==> src/pim_regs.vh <==
/*
  Register map, field positions and reset values of the bus interrupt mask block.
  Assumes inclusion by bare name from the design file.
*/
`ifndef PIM_REGS_VH
`define PIM_REGS_VH

// ---------------------------------------------------------------------------
// Offsets
// ---------------------------------------------------------------------------
`define PIM_ADDR_W          8
`define PIM_OFS_STATUS      8'h00
`define PIM_OFS_MASK        8'h04
`define PIM_OFS_RAW         8'h08

// ---------------------------------------------------------------------------
// Fields
// ---------------------------------------------------------------------------
`define PIM_SRC_W           6
`define PIM_BIT_BUS_FREE    0
`define PIM_BIT_LOW_TMO     1
`define PIM_BIT_DATA_RDY    2
`define PIM_BIT_DATA_REQ    3
`define PIM_BIT_ADDR_RDY    4
`define PIM_BIT_MSG_END     5

// ---------------------------------------------------------------------------
// Reset values and responses
// ---------------------------------------------------------------------------
`define PIM_MASK_RST        6'h3F
`define PIM_STATUS_RST      6'h00
`define PIM_RESP_OKAY       2'h0
`define PIM_RESP_SLVERR     2'h2
`define PIM_ADDR_RST        8'h00
`define PIM_WORD_ZERO       32'h00000000

`endif

==> src/pim_irq_mask.v <==
/*
  Interrupt masking for the serial bus interface: six event flags set sticky
  status bits, the mask register gates them onto one interrupt output, and
  software reaches status, mask and raw flags over AXI4-Lite.
  Assumes the event flags come from logic on CLK_SYS and that the bus master
  keeps one write and one read in flight at most.
*/
// Added by the designer: the placing of the registers and the AXI4-Lite register port.
`timescale 1ns/1ps
`default_nettype none
`include "pim_regs.vh"

module pim_irq_mask (
  input  wire                   CLK_SYS,
  input  wire                   SYS_RST,
  input  wire                   EVT_BUS_FREE,
  input  wire                   EVT_LOW_TMO,
  input  wire                   EVT_DATA_RDY,
  input  wire                   EVT_DATA_REQ,
  input  wire                   EVT_ADDR_RDY,
  input  wire                   EVT_MSG_END,
  input  wire [`PIM_ADDR_W-1:0] S_AXI_AWADDR,
  input  wire                   S_AXI_AWVALID,
  output reg                    S_AXI_AWREADY,
  input  wire [31:0]            S_AXI_WDATA,
  input  wire [3:0]             S_AXI_WSTRB,
  input  wire                   S_AXI_WVALID,
  output reg                    S_AXI_WREADY,
  output reg  [1:0]             S_AXI_BRESP,
  output reg                    S_AXI_BVALID,
  input  wire                   S_AXI_BREADY,
  input  wire [`PIM_ADDR_W-1:0] S_AXI_ARADDR,
  input  wire                   S_AXI_ARVALID,
  output reg                    S_AXI_ARREADY,
  output reg  [31:0]            S_AXI_RDATA,
  output reg  [1:0]             S_AXI_RRESP,
  output reg                    S_AXI_RVALID,
  input  wire                   S_AXI_RREADY,
  output reg                    IRQ
);

  // -------------------------------------------------------------------------
  // State
  // -------------------------------------------------------------------------
  reg [`PIM_SRC_W-1:0]  flag_prev;
  reg [`PIM_SRC_W-1:0]  status;
  reg [`PIM_SRC_W-1:0]  bus_interrupt_mask;
  reg                   aw_full;
  reg                   w_full;
  reg [`PIM_ADDR_W-1:0] aw_addr;
  reg [31:0]            w_data;
  reg                   w_lane0;

  reg [`PIM_SRC_W-1:0]  next_status;
  reg [`PIM_SRC_W-1:0]  next_mask;
  reg                   next_aw_full;
  reg                   next_w_full;
  reg                   next_bvalid;
  reg                   next_rvalid;
  reg [1:0]             next_bresp;
  reg                   do_write;
  reg                   next_irq;
  reg                   aw_take;
  reg                   w_take;
  reg                   ar_take;
  reg                   b_done;
  reg                   r_done;

  // -------------------------------------------------------------------------
  // Event edges
  // -------------------------------------------------------------------------
  // The previous flags reset low, so a flag that idles low gives no false edge.
  wire [`PIM_SRC_W-1:0] flag_now;
  wire [`PIM_SRC_W-1:0] flag_rise;

  assign flag_now = {EVT_MSG_END, EVT_ADDR_RDY, EVT_DATA_REQ,
                     EVT_DATA_RDY, EVT_LOW_TMO, EVT_BUS_FREE};
  // A flag counts once, on its assertion, so a long level is one event.
  assign flag_rise = flag_now & ~flag_prev;

  // -------------------------------------------------------------------------
  // Decoding
  // -------------------------------------------------------------------------
  function addr_is;
    input [`PIM_ADDR_W-1:0] addr;
    input [`PIM_ADDR_W-1:0] ofs;
    begin
      addr_is = (addr == ofs);
    end
  endfunction

  function is_mapped;
    input [`PIM_ADDR_W-1:0] addr;
    begin
      is_mapped = addr_is(addr, `PIM_OFS_STATUS) || addr_is(addr, `PIM_OFS_MASK) ||
                  addr_is(addr, `PIM_OFS_RAW);
    end
  endfunction

  function [1:0] resp_for;
    input [`PIM_ADDR_W-1:0] addr;
    begin
      resp_for = is_mapped(addr) ? `PIM_RESP_OKAY : `PIM_RESP_SLVERR;
    end
  endfunction

  // Unused upper bits read as zero, so software may compare whole words.
  function [31:0] pad_field;
    input [`PIM_SRC_W-1:0] field;
    begin
      pad_field = {{(32-`PIM_SRC_W){1'b0}}, field};
    end
  endfunction

  function [31:0] read_word;
    input [`PIM_ADDR_W-1:0] addr;
    begin
      case (addr)
        `PIM_OFS_STATUS: read_word = pad_field(status);
        `PIM_OFS_MASK:   read_word = pad_field(bus_interrupt_mask);
        `PIM_OFS_RAW:    read_word = pad_field(flag_now);
        default:         read_word = `PIM_WORD_ZERO;
      endcase
    end
  endfunction

  // -------------------------------------------------------------------------
  // Next values
  // -------------------------------------------------------------------------
  always @* begin
    aw_take  = S_AXI_AWVALID && S_AXI_AWREADY;
    w_take   = S_AXI_WVALID && S_AXI_WREADY;
    ar_take  = S_AXI_ARVALID && S_AXI_ARREADY;
    b_done   = S_AXI_BVALID && S_AXI_BREADY;
    r_done   = S_AXI_RVALID && S_AXI_RREADY;
    // A new write waits until the previous response has been taken.
    do_write = aw_full && w_full && !S_AXI_BVALID;
  end

  always @* begin
    next_aw_full = aw_full;
    next_w_full  = w_full;
    next_bvalid  = S_AXI_BVALID;
    next_bresp   = S_AXI_BRESP;
    if (aw_take) begin
      next_aw_full = 1'b1;
    end
    if (w_take) begin
      next_w_full = 1'b1;
    end
    if (b_done) begin
      next_bvalid = 1'b0;
    end
    if (do_write) begin
      next_aw_full = 1'b0;
      next_w_full  = 1'b0;
      next_bvalid  = 1'b1;
      next_bresp   = resp_for(aw_addr);
    end
  end

  // -------------------------------------------------------------------------
  // Register next values
  // -------------------------------------------------------------------------
  // Only byte lane 0 carries status and mask bits; other lanes are ignored.
  always @* begin
    next_status = status;
    next_mask   = bus_interrupt_mask;
    if (do_write && w_lane0 && addr_is(aw_addr, `PIM_OFS_STATUS)) begin
      next_status = status & ~w_data[`PIM_SRC_W-1:0];
    end
    if (do_write && w_lane0 && addr_is(aw_addr, `PIM_OFS_MASK)) begin
      next_mask = w_data[`PIM_SRC_W-1:0];
    end
    // Setting after the clear lets an event in the clearing cycle survive.
    next_status = next_status | flag_rise;
  end

  // -------------------------------------------------------------------------
  // Read channel next value
  // -------------------------------------------------------------------------
  always @* begin
    next_rvalid = S_AXI_RVALID;
    if (ar_take) begin
      next_rvalid = 1'b1;
    end else if (r_done) begin
      next_rvalid = 1'b0;
    end
  end

  // -------------------------------------------------------------------------
  // Interrupt next value
  // -------------------------------------------------------------------------
  // Unmasked sources combined.
  always @* begin
    next_irq = |(status & ~bus_interrupt_mask);
  end

  // -------------------------------------------------------------------------
  // Event and register state
  // -------------------------------------------------------------------------
  always @(posedge CLK_SYS or posedge SYS_RST) begin
    if (SYS_RST) begin
      flag_prev          <= `PIM_STATUS_RST;
      status             <= `PIM_STATUS_RST;
      bus_interrupt_mask <= `PIM_MASK_RST;
    end else begin
      flag_prev          <= flag_now;
      status             <= next_status;
      bus_interrupt_mask <= next_mask;
    end
  end

  // -------------------------------------------------------------------------
  // Write channel
  // -------------------------------------------------------------------------
  always @(posedge CLK_SYS or posedge SYS_RST) begin
    if (SYS_RST) begin
      aw_full       <= 1'b0;
      w_full        <= 1'b0;
      S_AXI_AWREADY <= 1'b0;
      S_AXI_WREADY  <= 1'b0;
      S_AXI_BVALID  <= 1'b0;
      S_AXI_BRESP   <= `PIM_RESP_OKAY;
    end else begin
      aw_full       <= next_aw_full;
      w_full        <= next_w_full;
      // Ready stays low while a half is held or a response waits.
      S_AXI_AWREADY <= !next_aw_full && !next_bvalid;
      S_AXI_WREADY  <= !next_w_full && !next_bvalid;
      S_AXI_BVALID  <= next_bvalid;
      S_AXI_BRESP   <= next_bresp;
    end
  end

  // -------------------------------------------------------------------------
  // Write capture
  // -------------------------------------------------------------------------
  always @(posedge CLK_SYS or posedge SYS_RST) begin
    if (SYS_RST) begin
      aw_addr <= `PIM_ADDR_RST;
      w_data  <= `PIM_WORD_ZERO;
      w_lane0 <= 1'b0;
    end else begin
      if (aw_take) begin
        aw_addr <= S_AXI_AWADDR;
      end
      if (w_take) begin
        w_data  <= S_AXI_WDATA;
        w_lane0 <= S_AXI_WSTRB[0];
      end
    end
  end

  // -------------------------------------------------------------------------
  // Read channel
  // -------------------------------------------------------------------------
  // Read data is captured once at the address handshake, so it stands until taken.
  always @(posedge CLK_SYS or posedge SYS_RST) begin
    if (SYS_RST) begin
      S_AXI_ARREADY <= 1'b0;
      S_AXI_RVALID  <= 1'b0;
      S_AXI_RDATA   <= `PIM_WORD_ZERO;
      S_AXI_RRESP   <= `PIM_RESP_OKAY;
    end else begin
      S_AXI_ARREADY <= !next_rvalid;
      S_AXI_RVALID  <= next_rvalid;
      if (ar_take) begin
        S_AXI_RDATA <= read_word(S_AXI_ARADDR);
        S_AXI_RRESP <= resp_for(S_AXI_ARADDR);
      end
    end
  end

  // -------------------------------------------------------------------------
  // Interrupt output
  // -------------------------------------------------------------------------
  // Gate and combine sources.
  always @(posedge CLK_SYS or posedge SYS_RST) begin
    if (SYS_RST) begin
      IRQ <= 1'b0;
    end else begin
      IRQ <= next_irq;
    end
  end

endmodule // pim_irq_mask

`default_nettype wire

==> config.mk <==
export PLATFORM = sky130hd
export DESIGN_NAME = pim_irq_mask
export DESIGN_NICKNAME = d
export VERILOG_FILES = /design/src/pim_irq_mask.v
export VERILOG_INCLUDE_DIRS = /design/src
export SDC_FILE = /design/constraint.sdc
export NUM_CORES = 1
export LEC_CHECK = 0
export CORE_UTILIZATION = 55
export CTS_CLUSTER_DIAMETER = 50
export DETAILED_ROUTE_END_ITERATION = 12
export DONT_BUFFER_PORTS = 1
export HOLD_SLACK_MARGIN = 0.12
export PLACE_DENSITY = 0.7
export SLEW_MARGIN = 20
export SYNTH_ARGS = -nofsm -noshare
export SYNTH_HDL_FRONTEND = slang
export SYNTH_SLANG_ARGS = --single-unit
==> constraint.sdc <==
create_clock -name CLK_SYS -period 2.79 [get_ports CLK_SYS]
set_input_delay 0.4185 -clock CLK_SYS [delete_from_list [all_inputs] [get_ports CLK_SYS]]
set_output_delay 0.4185 -clock CLK_SYS [all_outputs]
set_load 0.03 [all_outputs]
# --- Word level (Yosys, flattened, before mapping) ---
# Index checks and enable logic that the tools add are counted.
# Widths: inputs -> output; s select.
totals:
  reg_bits: 77
  inputBits: 65
  out_inout_bits: 42
  wordCells: 64
op_classes:
  eq_ne: 4
  muxes: 12
  bitwise: 7
  reduce_logical: 24
op_table:
  columns: ["op", "n"]
  rows:
  - ["$and 6x6->6", 3]
  - ["$not 6->6", 3]
  - ["$pmux 6 s3", 1]
  - ["$eq 8x3->1 const B", 2]
  - ["$eq 8x4->1 const B", 2]
  - ["$logic_not 8->1", 2]
  - ["$logic_and 1x1->1", 12]
  - ["$mux 1", 8]
  - ["$mux 6", 1]
  - ["$or 6x6->6", 1]
  - ["$reduce_or 6->1", 1]
  - ["$logic_not 1->1", 5]
  - ["$logic_or 1x1->1", 4]
  - ["$mux 2", 2]

# --- Logic depth before layout (Yosys ltp) ---
# Gate-level depths: netlist of run 1.
depth:
  word_depth: 6
  ltp_mapped: 5
  depth_no_buf: 3

# --- Least setup slack after synthesis of run 1 ---
# Ideal clock, no wire load.
synth_path:
  path_type: "register to register"
  start: "reg S_AXI_BVALID"
  end: "reg bus_interrupt_mask[0]"
  setup_ns: 0.085
  arrival_time_ns: 1.583
  required_time_ns: 2.705
  path_slack_ns: 1.122
  stages_incl_launch_ff: 6
  path_buffers: 2
  period_less_slack_ns: 1.668
  cell_sequence: "dfrtp_1 and3b_1 clkbuf_1 and4_1 buf_2 mux2_1"
synth_via:
  elab_chain_cells: 4
synth_rtl:
  columns: ["item", "line", "rtl"]
  rows:
  - ["start, declared", "pim_irq_mask.v:30", "output reg S_AXI_BVALID,"]
  - ["start signal, assigned", "pim_irq_mask.v:231", "S_AXI_BVALID <= next_bvalid;"]
  - ["$logic_not 1->1", "pim_irq_mask.v:137", "do_write = aw_full && w_full && !S_AXI_BVALID;"]
  - ["$logic_and 1x1->1", "pim_irq_mask.v:137", null]
  - ["$logic_and 1x1->1 (2 in series)", "pim_irq_mask.v:172", "if (do_write && w_lane0 && addr_is(aw_addr, `PIM_OFS_MASK)) begin"]
  - ["end signal, assigned", "pim_irq_mask.v:206", "bus_interrupt_mask <= `PIM_MASK_RST;"]
  - ["end signal, assigned", "pim_irq_mask.v:210", "bus_interrupt_mask <= next_mask;"]
  - ["end, declared", "pim_irq_mask.v:47", "reg [`PIM_SRC_W-1:0] bus_interrupt_mask;"]
# No other way between the ends.
# A chain may end at the register's enable or synchronous reset.

# --- Worst setup path after layout of run 1 ---
# Ends and elaborated chain as after synthesis.

==> results.py, run 1 <==
metrics = {
    "run_status": {
        "outcome": "finished clean",
    },
    "critical_path": {
        "crit_end": "bus_interrupt_mask[0]",
        "path_buf_inv": 0,
        "cp_max_fo": 8,
        "crit_start": "S_AXI_BVALID",
        "r2r_end": "bus_interrupt_mask[0]",
        "cpMaxStageDelayCell": "dfrtp_1",
        "critPathTopFamily": "simple AND/OR/NAND/NOR gates",
        "critPathCaptureType": "flop",
        "r2r_start": "S_AXI_BVALID",
        "start_kind": "flop",
        "cp_data_required_time_ns": 3.01,
        "crit_type": "reg2reg",
        "rrSetupSlack_ns": 1.03,
        "critical_path.max_stage_delay_ns": 0.50,
        "critPathArrivalTime_ns": 1.98,
        "r2r_cells": 3,
        "path_depth": 3,
        "worstPathCellList": "and3b_1 > and4_1 > mux2_1",
    },
    "global_routing": {
        "grt_pass1_wl_um": 5760,
        "antenna_found_initial": 0,
        "grt_max_degree": 50,
        "grt_usage_pct": 17.7,
        "grt_pass1_vias": 1273,
        "grt-ovfl-total": 0,
    },
    "sta": {
        "finClkSkew_ns": 0.00774,
        "period_needed_ns": 1.76,
        "fin_crit_sh_pct": 63.1,
        "finalHoldViolCount": 0,
        "slew-limit-headroom_pct": 46.3,
        "finalSetupTns_ns": 0,
        "rsz0062_at_grt": "no",
        "tightest_slew_ns": 0.805,
        "timing.fmax_mhz": 568,
        "final-setup-viol-count": 0,
        "drv_slew": 0,
    },
    "detailed_routing": {
        "vias": 1274,
        "drtPass1Iterations": 4,
        "wl_met1_um": 1440,
        "wire_per_inst_um": 15.7,
        "drt_iter0_markers": 39,
        "viasPerCell": 5.49,
        "wirelength_um": 3640,
        "wl_met2_um": 1830,
        "antenna_left": 0,
        "drc": 0,
        "wl_met3_um": 328,
        "routed.top_layer": "met4",
    },
    "layout": {
        "final_nets": 248,
        "diodes": 0,
        "drive_above_1_share_pct": 19.0,
        "final_cells": 232,
        "areaGrowthSynthToFinish_pct": 0.500,
        "stdcell_area_sq_um": 2260,
    },
    "clocking": {
        "cts_repair_resize_count": 0,
        "cts_max_level": 2,
        "cts_setup_buffers": 0,
        "clock_sinks": 49,
        "cts_tree": "built",
        "cts.clk_slew.worst_paths_ns": 0.08,
        "cts.path.max_buffers": 2,
        "root_buffer": "clkbuf_8",
        "clkLatencyLatePin_ns": 0.29,
        "cts_inserted_buffers": 5,
        "holdBufCountCts": 0,
    },
    "yosys": {
        "synthDistinctLibCells": 33,
        "synth_seq_area_share_pct": 54.7,
        "ys_warn_count": 0,
        "synth_seq_cells": 49,
        "netlist_instances": 181,
        "syn-cell-area_sq_um": 2250,
        "avgSynthCellArea_sq_um": 12.4,
    },
    "floorplanning": {
        "rows": 22,
        "initial_core_util_pct": 59.3,
        "die_w_um": 66.0,
        "ios": 107,
        "die_h_um": 66.0,
        "core_sq_um": 3800,
        "die-area_sq_um": 4360,
    },
    "flow_run": {
        "drv_cap": 0,
    },
    "hold_path": {
        "min_path_type": "in2async",
    },
    "power_and_ir_drop": {
        "leakagePower_nw": 1.05,
        "ir_drop_v": 0.000403,
        "power_density_nw_per_um2": 814,
    },
    "placement": {
        "gp_congestion": 0.769,
        "dp_cells": 224,
        "dpl.hpwl_um": 2760,
        "dpl_cell_area_sq_um": 2170,
        "io_buffer_count": 0,
    },
}
power breakdown:
group	switching, W	internal (W)	total, W
combinational	0.000184	0.000179	0.000363
sequential	0.000184	0.000886	0.00107
clock	0.000208	0.000202	0.000411
cells in the mapped netlist:
| library cell | n | area share (%) |
|---|---|---|
| dfrtp_1 | 43 | 48 |
| buf_4 | 28 | 9.3 |
| inv_1 | 15 | 2.5 |
| mux2_2 | 15 | 7.5 |
| nor2_1 | 9 | 1.5 |
| a22o_1 | 6 | 2.3 |
| dfstp_2 | 6 | 7.0 |
| mux2_1 | 6 | 3.0 |
| mux2i_1 | 6 | 2.7 |
| o2bb2ai_1 | 6 | 2.3 |
| a221o_1 | 5 | 2.2 |
| o22ai_1 | 4 | 1.1 |
| a21oi_1 | 3 | 0.67 |
| nand2_1 | 3 | 0.50 |
| nor2b_1 | 3 | 0.83 |
| and3b_1 | 2 | 0.78 |
| and4_1 | 2 | 0.78 |
| buf_6 | 2 | 1.0 |
| nand4_1 | 2 | 0.56 |
| or2_2 | 2 | 0.56 |
| a2111oi_4 | 1 | 1.2 |
| buf_2 | 1 | 0.22 |
| clkbuf_1 | 1 | 0.17 |
| conb_1 | 1 | 0.17 |
| nand2_2 | 1 | 0.28 |
| nor2b_2 | 1 | 0.39 |
| nor3b_1 | 1 | 0.33 |
| nor4_2 | 1 | 0.56 |
| nor4bb_1 | 1 | 0.44 |
| o21a_1 | 1 | 0.33 |
| o21ai_0 | 1 | 0.22 |
| or3_1 | 1 | 0.28 |
| or4_4 | 1 | 0.50 |
worst min-delay path by stage:
stage	startpoint	end	cells past startpoint	slack, ns
floorplan	flag_prev[5]	status[5]	1	0.41
global placement	flag_prev[5]	status[5]	1	0.42
detailed placement	flag_prev[5]	status[5]	1	0.43
CTS	EVT_DATA_REQ	flag_prev[3]	0	0.15
global route	EVT_DATA_REQ	flag_prev[3]	0	0.13
finish	SYS_RST	IRQ	1	0.13
cell families after synthesis:
family	synth area share, %
and+or+nand+nor	8.27
DFF	54.7
muxes	13.2
buffers and inverters	13.2
other	0.166
AOI/OAI and AO/OA	10.4
layout by cell type (no fill, tap or decap):
cell type and instances:
a2111oi_4 1, a21oi_1 3, a221o_1 5, a22o_1 6
and3b_1 2, and4_1 2, clkbuf_1 2, clkbuf_8 6
clkinv_2 1, conb_1 28, dfrtp_1 43, dfstp_2 6
inv_1 14, mux2_1 6, mux2_2 15, mux2i_1 6
nand2_1 3, nand2_2 1, nand4_1 2, nor2_1 9
nor2b_1 3, nor2b_2 1, nor3b_1 1, nor4_2 1
nor4bb_1 1, o21a_1 1, o21ai_0 1, o22ai_1 4
o2bb2ai_1 6, or2_2 2, or3_1 1, or4_4 1
state kept, by name, summed over array words and instances (netlist names), 6 cells and up:
| signal | flops |
|---|---|
| flag_prev | 6 |
| status | 6 |
| aw_addr | 8 |
| S_AXI_RDATA | 6 |
| bus_interrupt_mask | 6 |
| w_data | 6 |
area by class of cell:
type | instances | area (sq um)
Multi-Input combinational cell | 112 | 823
Tap cell | 48 | 60.1
Fill cell | 323 | 1530
Sequential cell | 49 | 1230
Clock buffer | 8 | 90.1
Inverter | 15 | 57.6
layer usage:
metal / GRT usage, % / up-vias
li1: - / 576
met1: 19.5 / 633
met5: 0 / -
met4: 5.59 / 0
met2: 30.4 / 60
met3: 7.93 / 5
stage by stage:
step	worst slack [ns]	power, W	hold slack, ns	utilization [%]
finish	1.03	0.00184	0.135	59.6
global route	0.931	0.00195	0.131	59.6
CTS	1.01	0.00186	0.145	59.6
detailed placement	1.04	0.00145	0.434	57.2
global placement	1.08	0.00142	0.416	57.2
floorplan	1.12	0.00141	0.409	-
No activity file was read; power rests on OpenSTA's default activity.
==> run 2, diff against run 1 <==
--- a/config.mk
+++ b/config.mk
@@ -11,7 +11,7 @@
 export DETAILED_ROUTE_END_ITERATION = 12
 export DONT_BUFFER_PORTS = 1
 export HOLD_SLACK_MARGIN = 0.12
-export PLACE_DENSITY = 0.7
+export PLACE_DENSITY = 0.73
 export SLEW_MARGIN = 20
 export SYNTH_ARGS = -nofsm -noshare
 export SYNTH_HDL_FRONTEND = slang
==> constraint.sdc (replaced) <==
create_clock -name CLK_SYS -period 1.48 [get_ports CLK_SYS]
set_input_delay 0.222 -clock CLK_SYS [delete_from_list [all_inputs] [get_ports CLK_SYS]]
set_output_delay 0.222 -clock CLK_SYS [all_outputs]
set_load 0.03 [all_outputs]
==> run 2 against run 1 <==
- the flow now finishes with violations (negative setup slack)
- setup slack worse by 1.1 ns
- maximum frequency is 16% higher
- die area stayed put
- hold slack worse by 0.0065 ns
- power is 100% higher
- register-to-register slack worse by 1.1 ns
- via count is 14% higher
- count of clock-buffer cells in the layout is 2 lower
- sequential cell count stayed put
- final area is 17% higher
- first-iteration DRC count is 100% higher
- sequential share of layout area is 8.0 points lower
- largest cell class unchanged
- highest routed layer unchanged
==> results.py, run 2 (synthesis results as in run 1) <==
metrics = {
    "run_status": {
        "outcome": "complete, but fails checks",
        "failed_checks": "negative setup slack",
    },
    "layout": {
        "largest_reg_flops": 8,
        "final_cell_mix": "42 x dfrtp_1, 28 x conb_1, 27 x dlygate4sd3_1",
        "drive_above_1_share_pct": 24.1,
        "n_fill_cell": 285,
        "regMostFlops": "aw_addr",
        "diodes": 0,
        "final_common_cell": "dfrtp_1",
        "stdcell_area_sq_um": 2660,
        "areaGrowthSynthToFinish_pct": 18.0,
        "final_nets": 284,
    },
    "power_and_ir_drop": {
        "power.internal_w": 0.00254,
        "p_sw_share_pct": 32.1,
        "power_density_nw_per_um2": 1410,
        "p_comb_share_pct": 26.3,
        "power_switching_w": 0.00120,
        "sequentialPowerShare_pct": 51.8,
        "total_power_w": 0.00375,
        "clkPwrFrac_pct": 21.8,
        "ir_drop_v": 0.00123,
        "leakagePower_nw": 1.22,
    },
    "sta": {
        "holdWs_ns": 0.128,
        "rsz0062_at_grt": "yes",
        "fin_crit_sh_pct": 103,
        "setup_ws_ns": -0.0406,
        "final-setup-viol-count": 8,
        "finalHoldViolCount": 0,
        "period_needed_ns": 1.52,
        "finClkSkew_ns": 0.00896,
        "timing.fmax_mhz": 658,
        "drv_slew": 0,
    },
    "clocking": {
        "cts_setup_buffers": 0,
        "root_buffer": "clkbuf_8",
        "cts.clk_slew.worst_paths_ns": 0.09,
        "cts_max_level": 2,
        "cts_inserted_buffers": 5,
        "clkLatencyLatePin_ns": 0.30,
        "clock_sinks": 49,
        "cts.path.max_buffers": 2,
        "cts_tree": "built",
    },
    "placement": {
        "dpl_cell_area_sq_um": 2250,
        "dpl.hpwl_um": 2840,
        "dp_slack_ns": -0.105,
        "gp_congestion": 0.768,
        "io_buffer_count": 0,
    },
    "detailed_routing": {
        "drc": 0,
        "wirelength_um": 4170,
        "drt_iter0_markers": 78,
        "drtPass1Iterations": 6,
        "viasPerCell": 5.41,
        "wire_per_inst_um": 15.5,
        "vias": 1449,
        "antenna_left": 0,
    },
    "global_routing": {
        "grt-ovfl-total": 0,
        "antenna_found_initial": 0,
        "grt_pass1_wl_um": 6850,
        "grt_pass1_vias": 1521,
        "grt_max_degree": 33,
        "grt_usage_pct": 21.7,
    },
    "hold_path": {
        "min_path_type": "in2reg",
        "hold_end": "S_AXI_RRESP[1]",
        "hp-start": "S_AXI_ARADDR[2]",
        "holdPathStages": 2,
    },
    "flow_run": {
        "drv_cap": 0,
    },
    "critical_path": {
        "start_kind": "flop",
        "critPathArrivalTime_ns": 1.75,
        "critPathCaptureType": "flop",
        "rrSetupSlack_ns": -0.04,
        "crit_type": "reg2reg",
        "r2r_start": "aw_addr[0]",
        "cp_max_fo": 6,
        "cp_data_required_time_ns": 1.71,
        "r2r_end": "bus_interrupt_mask[3]",
        "r2r_cells": 4,
    },
    "floorplanning": {
        "ios": 107,
        "rows": 22,
        "die-area_sq_um": 4360,
        "die_w_um": 66.0,
        "core_sq_um": 3800,
        "die_h_um": 66.0,
        "initial_core_util_pct": 59.3,
    },
}
==> run 2: changes by cell type in the layout (fill, tap and decap cells not counted), moves of 2 or more <==
cell,delta
buf_4,+6
clkbuf_1,-2
mux2_1,-6
mux2_4,+6
dlygate4sd3_1,+27
buf_6,+2
==> run 2: power by group through the flow <==
stage	clock [W]	combinational, W	sequential (W)
global route	0.000869	0.00108	0.00199
finish	0.000817	0.000987	0.00194
detailed placement	0	0.000905	0.00194
floorplan	0	0.000691	0.00197
global placement	0	0.000867	0.00191
CTS	0.000822	0.000989	0.00194
==> run 2: final cells by class <==
type                    instances  area (sq um)  area share, %
well taps                      48          60.1           2.26
clock buffers                   6          82.6           3.10
inverters                      15          56.3           2.12
clock inverters                 2          13.8          0.517
repair buffers                 36           358           13.5
multi-input cells             112           855           32.1
flip-flops and latches         49          1230           46.4
==> run 2: repair_timing <==
action                                  in CTS  in global routing
gates resized for setup                      8                  1
hold buffers                                27                  0
endpoints found under the hold margin       51                  0
endpoints found under the setup margin      11                 11
pin swaps                                    2                  2
==> run 2: worst max-delay path, cell delays in order (launching register included) <==
cell and delay (ns):
dfrtp_1 0.41, nor4_4 0.33, and4_1 0.26, buf_6 0.15, mux2_4 0.30
==> run 2: worst max-delay path by stage <==
stage | depth (start not counted) | from | slack, ns | end
6_report | 4 | aw_addr[0] | -0.04 | bus_interrupt_mask[3]
5_1_grt | 4 | aw_addr[0] | -0.11 | bus_interrupt_mask[0]
4_1_cts | 4 | aw_addr[4] | -0.06 | bus_interrupt_mask[3]
3_5_place_dp | 4 | aw_addr[0] | -0.10 | bus_interrupt_mask[5]
3_3_place_gp | 4 | aw_addr[0] | -0.04 | bus_interrupt_mask[2]
2_1_floorplan | 5 | S_AXI_BVALID | -0.05 | bus_interrupt_mask[0]
==> run 2: through the flow <==
step / std cells / utilization [%] / TNS [ns]
global route: 268 / 70.0 / -0.956
floorplan: 208 / - / -0.335
global placement: 233 / 59.4 / -0.207
detailed placement: 233 / 59.4 / -0.821
finish: 268 / 70.0 / -0.219
CTS: 268 / 69.9 / -0.452
==> run 2: metal layers <==
layer	share of wire, %	up-vias	wire, um	global-route usage [%]
li1	-	656	-	-
met5	0	-	0	0
met1	40	701	1670	24.2
met4	2.4	0	102	9.84
met2	50	78	2070	37.2
met3	7.7	14	321	7.07
